[src/p3g_pkg.sv]
/*
 Shared constants and types for the 16-line port with alternate functions.
 Assumes a single 100 MHz clock and a synchronous active-low reset in both ends.
*/
package p3g_pkg;
   localparam int P3G_W = 16;
   localparam logic [15:0] P3G_ADDR_DATA_LATCH = 16'hFFC4;
   localparam logic [15:0] P3G_ADDR_DIRECTION_CTL = 16'hFFC6;
   localparam logic [15:0] P3G_ADDR_OPEN_DRAIN_CTL = 16'hF1C6;
   localparam logic [15:0] P3G_RST_DATA_LATCH = 16'h0000;
   localparam logic [15:0] P3G_RST_DIRECTION_CTL = 16'h0000;
   localparam logic [15:0] P3G_RST_OPEN_DRAIN_CTL = 16'h0000;
   // Lines 15, 14 and 12 have no open-drain driver.
   localparam logic [15:0] P3G_OPEN_DRAIN_MASK = 16'h2FFF;
   localparam int P3G_LINE_STROBE = 12;
   localparam int P3G_LINE_NO_PIN = 14;
   localparam int P3G_LINE_CLOCK_OUT = 15;
   // Alternate inputs: timer 0, capture, timer 3 up/down, timer 4, 3 and 2 count.
   localparam logic [15:0] P3G_ALT_INPUT_LINES = 16'h00F5;
   // Plain alternate outputs: timer 6 toggle, timer 3 toggle, serial 0 transmit.
   localparam logic [15:0] P3G_ALT_OUTPUT_LINES = 16'h040A;
   // Two-way alternate lines: both sync serial data lines, serial 0 receive, shift clock.
   localparam logic [15:0] P3G_BIDIR_LINES = 16'h2B00;
   localparam logic [15:0] P3G_ALL_ONES = 16'hFFFF;
   localparam logic [15:0] P3G_ZERO = 16'h0000;

   typedef enum {
      P3G_IDLE,
      P3G_WR_LATCH,
      P3G_WR_DIR,
      P3G_WR_OD,
      P3G_RD_ISSUE,
      P3G_RD_TAKE
   } p3g_host_state_t;
endpackage

[src/p3g_if.sv]
/*
 Connection between the port block and the party that programs it and owns
 the peripherals sharing its pins. Clock and reset come from the testbench.
*/
`timescale 1ns/10ps
interface p3g_if (
   input wire logic ref_clk,
   input wire logic rst_n
);
   logic [15:0] busAddr;
   logic busWrite;
   logic busRead;
   logic [15:0] busWdata;
   logic [15:0] busRdata;
   logic [15:0] altOut;
   logic [15:0] altIn;
   logic clkOutEnable;
   logic systemClockOutput;
   logic byteHighDisable;
   logic writeConfigSelect;
   logic byteHighEnableStrobe;
   logic writeHighStrobe;
   logic busHold;

   modport device (
      input busAddr, busWrite, busRead, busWdata, altOut, clkOutEnable,
      input systemClockOutput, byteHighDisable, writeConfigSelect,
      input byteHighEnableStrobe, writeHighStrobe, busHold,
      output busRdata, altIn
   );
   modport host (
      output busAddr, busWrite, busRead, busWdata, altOut, clkOutEnable,
      output systemClockOutput, byteHighDisable, writeConfigSelect,
      output byteHighEnableStrobe, writeHighStrobe, busHold,
      input busRdata, altIn
   );
endinterface

[src/p3g_host.sv]
/*
 Programming end: keeps the port registers in line with the wanted pin use,
 merges peripheral outputs and drives the strobe and clock-output controls.
 Assumes it is the only writer of the port registers.
*/
`timescale 1ns/10ps
module p3g_host
   import p3g_pkg::*;
(
   input wire logic ref_clk,
   input wire logic rst_n,
   p3g_if.host link,
   input wire logic [15:0] gpioDir,
   input wire logic [15:0] gpioData,
   input wire logic [15:0] gpioOpenDrain,
   input wire logic [15:0] altOutEnable,
   input wire logic [15:0] altOutValue,
   input wire logic [15:0] bidirDriveOut,
   output logic [15:0] altInData,
   input wire logic clockOutOn,
   input wire logic systemClockIn,
   input wire logic byteHighDisableIn,
   input wire logic writeConfigStrap,
   input wire logic byteHighEnableIn,
   input wire logic writeHighIn,
   input wire logic busHoldIn,
   input wire logic readReq,
   input wire logic [15:0] readAddr,
   output logic [15:0] readData,
   output logic readValid,
   output logic busy
);
   p3g_host_state_t state;
   p3g_host_state_t next_state;
   logic [15:0] dirShadow;
   logic [15:0] latchShadow;
   logic [15:0] odShadow;
   logic [15:0] dirWant;
   logic [15:0] latchWant;
   logic [15:0] odWant;
   logic [15:0] rdAddr;
   logic writeConfig;
   logic strapTaken;

   // Strap caught on the first edge after reset release.
   always_ff @(posedge ref_clk) begin
      if (!rst_n) begin
         writeConfig <= 1'b0;
         strapTaken <= 1'b0;
      end else if (!strapTaken) begin
         writeConfig <= writeConfigStrap;
         strapTaken <= 1'b1;
      end
   end

   assign link.writeConfigSelect = writeConfig;
   assign link.byteHighDisable = byteHighDisableIn;
   assign link.byteHighEnableStrobe = byteHighEnableIn;
   assign link.writeHighStrobe = writeHighIn;
   assign link.busHold = busHoldIn;
   assign link.clkOutEnable = clockOutOn;
   assign link.systemClockOutput = systemClockIn;
   assign altInData = link.altIn;
   // A peripheral not using its output leaves the line to the latch.
   assign link.altOut = (altOutValue & altOutEnable) | ~altOutEnable;

   always_comb begin
      // Alternate outputs need direction and latch set.
      dirWant = (gpioDir & ~P3G_BIDIR_LINES) | altOutEnable;
      // Two-way lines follow the peripheral's present mode.
      dirWant = dirWant | (bidirDriveOut & P3G_BIDIR_LINES);
      // Line 12 stays an input while the strobe may be handed back on hold.
      if (!byteHighDisableIn || writeConfig) begin
         dirWant[P3G_LINE_STROBE] = 1'b0;
      end
      latchWant = gpioData | altOutEnable;
      odWant = gpioOpenDrain & P3G_OPEN_DRAIN_MASK;
   end

   always_comb begin
      next_state = P3G_IDLE;
      case (state)
         P3G_IDLE: begin
            if (!strapTaken) begin
               next_state = P3G_IDLE;
            end else if (readReq) begin
               next_state = P3G_RD_ISSUE;
            end else if (latchWant != latchShadow) begin
               // Latch first, so a newly driven line never shows a stale zero.
               next_state = P3G_WR_LATCH;
            end else if (dirWant != dirShadow) begin
               next_state = P3G_WR_DIR;
            end else if (odWant != odShadow) begin
               next_state = P3G_WR_OD;
            end
         end
         P3G_RD_ISSUE: next_state = P3G_RD_TAKE;
         default: next_state = P3G_IDLE;
      endcase
   end

   always_ff @(posedge ref_clk) begin
      if (!rst_n) begin
         state <= P3G_IDLE;
      end else begin
         state <= next_state;
      end
   end

   always_ff @(posedge ref_clk) begin
      if (!rst_n) begin
         latchShadow <= P3G_RST_DATA_LATCH;
         dirShadow <= P3G_RST_DIRECTION_CTL;
         odShadow <= P3G_RST_OPEN_DRAIN_CTL;
      end else begin
         if (state == P3G_WR_LATCH) begin
            latchShadow <= latchWant;
         end
         if (state == P3G_WR_DIR) begin
            dirShadow <= dirWant;
         end
         if (state == P3G_WR_OD) begin
            odShadow <= odWant;
         end
      end
   end

   always_ff @(posedge ref_clk) begin
      if (!rst_n) begin
         rdAddr <= P3G_ZERO;
      end else if (state == P3G_IDLE && readReq) begin
         rdAddr <= readAddr;
      end
   end

   always_comb begin
      link.busWrite = 1'b0;
      link.busRead = 1'b0;
      link.busAddr = P3G_ZERO;
      link.busWdata = P3G_ZERO;
      case (state)
         P3G_WR_LATCH: begin
            link.busWrite = 1'b1;
            link.busAddr = P3G_ADDR_DATA_LATCH;
            link.busWdata = latchWant;
         end
         P3G_WR_DIR: begin
            link.busWrite = 1'b1;
            link.busAddr = P3G_ADDR_DIRECTION_CTL;
            link.busWdata = dirWant;
         end
         P3G_WR_OD: begin
            link.busWrite = 1'b1;
            link.busAddr = P3G_ADDR_OPEN_DRAIN_CTL;
            link.busWdata = odWant;
         end
         P3G_RD_ISSUE: begin
            link.busRead = 1'b1;
            link.busAddr = rdAddr;
         end
         default: begin
            link.busWrite = 1'b0;
         end
      endcase
   end

   always_ff @(posedge ref_clk) begin
      if (!rst_n) begin
         readData <= P3G_ZERO;
         readValid <= 1'b0;
      end else begin
         readValid <= (state == P3G_RD_TAKE);
         if (state == P3G_RD_TAKE) begin
            readData <= link.busRdata;
         end
      end
   end

   assign busy = (state != P3G_IDLE);
endmodule

[src/flat_wrapper.sv]
// flat-port wrapper written by rule: the top's interface ports become plain ports
module p3g_host_flat import p3g_pkg::*;
  (ref_clk, rst_n, gpioDir, gpioData, gpioOpenDrain, altOutEnable, altOutValue, bidirDriveOut, altInData, clockOutOn, systemClockIn, byteHighDisableIn, writeConfigStrap, byteHighEnableIn, writeHighIn, busHoldIn, readReq, readAddr, readData, readValid, busy, link_busAddr, link_busWrite, link_busRead, link_busWdata, link_altOut, link_clkOutEnable, link_systemClockOutput, link_byteHighDisable, link_writeConfigSelect, link_byteHighEnableStrobe, link_writeHighStrobe, link_busHold, link_busRdata, link_altIn);
  p3g_if link_i (.ref_clk(ref_clk), .rst_n(rst_n));
  input wire logic ref_clk;
  input wire logic rst_n;
  input wire logic [15:0] gpioDir;
  input wire logic [15:0] gpioData;
  input wire logic [15:0] gpioOpenDrain;
  input wire logic [15:0] altOutEnable;
  input wire logic [15:0] altOutValue;
  input wire logic [15:0] bidirDriveOut;
  output logic [15:0] altInData;
  input wire logic clockOutOn;
  input wire logic systemClockIn;
  input wire logic byteHighDisableIn;
  input wire logic writeConfigStrap;
  input wire logic byteHighEnableIn;
  input wire logic writeHighIn;
  input wire logic busHoldIn;
  input wire logic readReq;
  input wire logic [15:0] readAddr;
  output logic [15:0] readData;
  output logic readValid;
  output logic busy;
  output wire logic [$bits(link_i.busAddr)-1:0] link_busAddr;
  output wire logic [$bits(link_i.busWrite)-1:0] link_busWrite;
  output wire logic [$bits(link_i.busRead)-1:0] link_busRead;
  output wire logic [$bits(link_i.busWdata)-1:0] link_busWdata;
  output wire logic [$bits(link_i.altOut)-1:0] link_altOut;
  output wire logic [$bits(link_i.clkOutEnable)-1:0] link_clkOutEnable;
  output wire logic [$bits(link_i.systemClockOutput)-1:0] link_systemClockOutput;
  output wire logic [$bits(link_i.byteHighDisable)-1:0] link_byteHighDisable;
  output wire logic [$bits(link_i.writeConfigSelect)-1:0] link_writeConfigSelect;
  output wire logic [$bits(link_i.byteHighEnableStrobe)-1:0] link_byteHighEnableStrobe;
  output wire logic [$bits(link_i.writeHighStrobe)-1:0] link_writeHighStrobe;
  output wire logic [$bits(link_i.busHold)-1:0] link_busHold;
  input wire logic [$bits(link_i.busRdata)-1:0] link_busRdata;
  input wire logic [$bits(link_i.altIn)-1:0] link_altIn;
  assign link_busAddr = link_i.busAddr;
  assign link_busWrite = link_i.busWrite;
  assign link_busRead = link_i.busRead;
  assign link_busWdata = link_i.busWdata;
  assign link_altOut = link_i.altOut;
  assign link_clkOutEnable = link_i.clkOutEnable;
  assign link_systemClockOutput = link_i.systemClockOutput;
  assign link_byteHighDisable = link_i.byteHighDisable;
  assign link_writeConfigSelect = link_i.writeConfigSelect;
  assign link_byteHighEnableStrobe = link_i.byteHighEnableStrobe;
  assign link_writeHighStrobe = link_i.writeHighStrobe;
  assign link_busHold = link_i.busHold;
  assign link_i.busRdata = link_busRdata;
  assign link_i.altIn = link_altIn;
  p3g_host u_core (.ref_clk(ref_clk), .rst_n(rst_n), .link(link_i), .gpioDir(gpioDir), .gpioData(gpioData), .gpioOpenDrain(gpioOpenDrain), .altOutEnable(altOutEnable), .altOutValue(altOutValue), .bidirDriveOut(bidirDriveOut), .altInData(altInData), .clockOutOn(clockOutOn), .systemClockIn(systemClockIn), .byteHighDisableIn(byteHighDisableIn), .writeConfigStrap(writeConfigStrap), .byteHighEnableIn(byteHighEnableIn), .writeHighIn(writeHighIn), .busHoldIn(busHoldIn), .readReq(readReq), .readAddr(readAddr), .readData(readData), .readValid(readValid), .busy(busy));
endmodule
[config.mk]
export PLATFORM = sky130hd
export DESIGN_NAME = p3g_host_flat
export DESIGN_NICKNAME = d
export VERILOG_FILES = /design/src/p3g_pkg.sv /design/src/p3g_if.sv /design/src/p3g_host.sv /design/src/flat_wrapper.sv
export SDC_FILE = /design/constraint.sdc
export NUM_CORES = 1
export LEC_CHECK = 0
export BUFFER_PORTS_ARGS = -buffer_cell sky130_fd_sc_hd__buf_2
export CAP_MARGIN = 30
export CORE_ASPECT_RATIO = 1.2
export CORE_UTILIZATION = 49
export DETAILED_ROUTE_END_ITERATION = 6
export PLACE_DENSITY_LB_ADDON = 0.3
export SETUP_SLACK_MARGIN = 0.5
export SYNTH_ARGS = -nofsm -noshare
export SYNTH_HDL_FRONTEND = slang
export SYNTH_SLANG_ARGS = --single-unit
[constraint.sdc]
create_clock -name ref_clk -period 3.79 [get_ports ref_clk]
set_clock_uncertainty 0.2 [all_clocks]
set_input_delay 0.5685 -clock ref_clk [delete_from_list [all_inputs] [get_ports ref_clk]]
set_output_delay 0.5685 -clock ref_clk [all_outputs]
set_load 0.005 [all_outputs]
==> qor.txt <==
status -> finished, final reports clean
dpl ws -> 1.22 ns
top sig layer -> met4
P_int -> 0.00138 W
clk slew on worst S/H paths -> 0.08 ns
ys async rst share -> 0%
Multi-input gate area -> 2580 µm²
DP HPWL -> 9.58 mm
Post-route DRC -> 0
number of global-route vias before repair -> 4290
PortBufs -> 183
TritonCTS clock tree -> built
first-pass GRT wire length -> 20.0 mm
total chip power -> 0.00190 W
CTS resizes -> 0
Mapped Cells -> 575
Vias -> 4663
Via-to-Cell Ratio -> 5.52
share of cells above drive strength 1 -> 30.7%
CP Max Fanout -> 22
final period utilization -> 79.1%
DRT antenna net count -> 0
M1 WL -> 5.38 mm
fin nets -> 873
CP startpoint kind -> register
Synthesized Nets -> 729
unrepaired setup endpoints after global routing -> false
die area -> 9720 µm²
clock share of power -> 33.6%
largest net degree at the start of global routing -> 82
Rel. slew slack -> 46.4%
Wirelength per Cell -> 15.2 µm
clk_lat worst skew -> 0.35 ns
Die Y -> 108 µm
Post-synth EDFFs -> 0
Sum Neg Setup Slack -> 0 ns
Root Buffer -> clkbuf_8
Die Wd -> 90.2 µm
warnings from Yosys -> 0
diode count -> 0
Seq. cell area -> 1660 µm²
Num CTS Buffers -> 9
Fin. Hold Viols -> 0
Switching Fraction -> 27.6%
Critical Path Sink Type -> output port
Top Ports -> 245
metal3 WL -> 841 µm
Final Slew Violations -> 0
Hold Path Depth -> 2
prevailing post-synth register cell -> dfxtp_1
Worst EP arrival -> 2.23 ns
Reg power frac -> 48.8%
final worst slack -> 0.793 ns
Max clock buf depth -> 2
reg2reg path depth -> 4
total grt overflow -> 0
number of post-CTS setup repair buffers -> 0
Fmax -> 0.334 GHz
worst vdd ir -> 0.170 mV
synthesized area -> 4570 µm²
min-delay worst type -> register to register
All-Layer GR Usage -> 25.9%
Tightest Pin Transition -> 0.801 ns
Clock Sinks -> 83
Rows -> 38
final setup fails -> 0
total core area -> 9030 µm²
Initial Util -> 50.6%
Pwr per Cell Area -> 341 nW/µm²
number of hold buffers added after cts -> 0
FF+latch count, synth -> 83
Distinct cells, synth -> 48
Post-Route WL -> 12.8 mm
fill count -> 845
Pre-antenna DRT Iters -> 5
Avg Inst Size Synth -> 7.95 µm²
sequential-to-total area share from yosys stat -> 36.3%
initial antenna violation count -> 0
Static Leak -> 2.58 nW
post-route minimum period -> 3.00 ns
max_cap viols -> 0
Psw -> 0.000524 W
critical path class -> register to output port
routed length on met2 -> 6.19 mm
CTS H-tree lvls -> 3
Comb power frac -> 17.6%
initial DRC count -> 316
RD Place Congestion -> 0.880
WP data required -> 3.02 ns
area grow syn2layout -> 21.7%
-- area by class of cell --
type | count | share of cell area [%]
tap | 120 | 2.70
multi-input combinational | 432 | 46.3
sequential | 83 | 29.8
timing repair buffer | 190 | 17.5
clock buffer | 11 | 2.54
inverter | 3 | 0.202
clock inverter | 5 | 0.944
-- power by group through the flow --
stage	registers [W]	clock network [W]	logic, W
5_1_grt	0.000931	0.000687	0.000369
4_1_cts	0.000926	0.000648	0.000334
3_3_place_gp	0.000945	0	0.000323
3_5_place_dp	0.000947	0	0.000332
2_1_floorplan	0.000940	0	0.000195
6_report	0.000927	0.000639	0.000335
-- routing by layer --
layer  vias up  track usage [%]
met3        37             5.01
met4         0             13.4
met5         -                0
met1      2165             30.8
li1       2260                -
met2       201             44.4
-- critical path, stage by stage (launching register included) --
cell and delay [ns]:
dfxtp_1 0.69, buf_4 0.36, or3_1 0.49, o21ai_0 0.16
buf_2 0.17
-- metrics by stage --
step                util (%)  instances  instance area (µm²)  hold slack [ns]
floorplan                  -        575                 4570            0.239
global placement        59.3        827                 5360            0.241
finish                  61.6        844                 5570            0.256
global route            61.6        844                 5570            0.256
detailed placement      59.3        827                 5360            0.253
CTS                     61.5        843                 5560            0.250
-- worst paths after layout --
| kind | from | endpoint | slack [ns] |
|---|---|---|---|
| max | u_core.state[1] | link_busAddr[9] | 0.79 |
| min | u_core.readData[9] | u_core.readData[9] | 0.26 |
| max reg2reg | u_core.state[1] | u_core.odShadow[2] | 1.22 |
| min reg2reg | u_core.readData[9] | u_core.readData[9] | 0.26 |
-- state kept, by name, indices dropped and copies added, names as in the netlist --
register and count:
u_core.strapTaken 1, u_core.readData 16, u_core.odShadow 13, u_core.readValid 1
u_core.dirShadow 16, u_core.latchShadow 16, u_core.rdAddr 16, u_core.link.writeConfigSelect 1
u_core.state 3
-- cell families after synthesis --
kind of cell              synth area share (%)
xor gates and xnor gates                  5.55
DFF                                       36.3
and+or+nand+nor                           27.4
buffers and inverters                     7.31
AOI/OAI and AO/OA                         23.2
muxes                                    0.219
-- Yosys cell counts (all sizes together) (9+ instances only) --
cell type / count / area, µm²
nand2: 114 / 428
dfxtp: 83 / 1660
a21boi: 45 / 338
nor2: 43 / 164
buf: 38 / 251
nor3: 36 / 196
clkbuf: 19 / 71.3
xor2: 19 / 166
nor3b: 17 / 133
o211a: 16 / 160
o21a: 16 / 120
nand2b: 13 / 81.3
o32ai: 13 / 114
a21oi: 12 / 60.1
o21ai: 11 / 55.1
xnor2: 10 / 87.6
o22ai: 9 / 56.3
-- cell usage in the layout, fill, tap and decap left out, types with 3 or more instances in the layout --
cell and instances:
o32ai_1 13, nor3_1 34, clkbuf_8 10, or2b_1 3, and2_1 5, o211a_1 16
nand2_1 114, nand4_1 3, o21ai_0 11, nand2b_1 13, buf_2 183, a211oi_1 5
xor2_1 19, o22ai_1 9, nor4_1 4, clkinv_2 3, a21boi_0 44, a21oi_1 12
buf_4 6, xnor2_1 10, or2_2 8, nor3b_1 16, a21o_1 8, dfxtp_1 83
and3_1 4, nor2_1 42, o21a_1 16
Power figures use the tool's default switching activity.
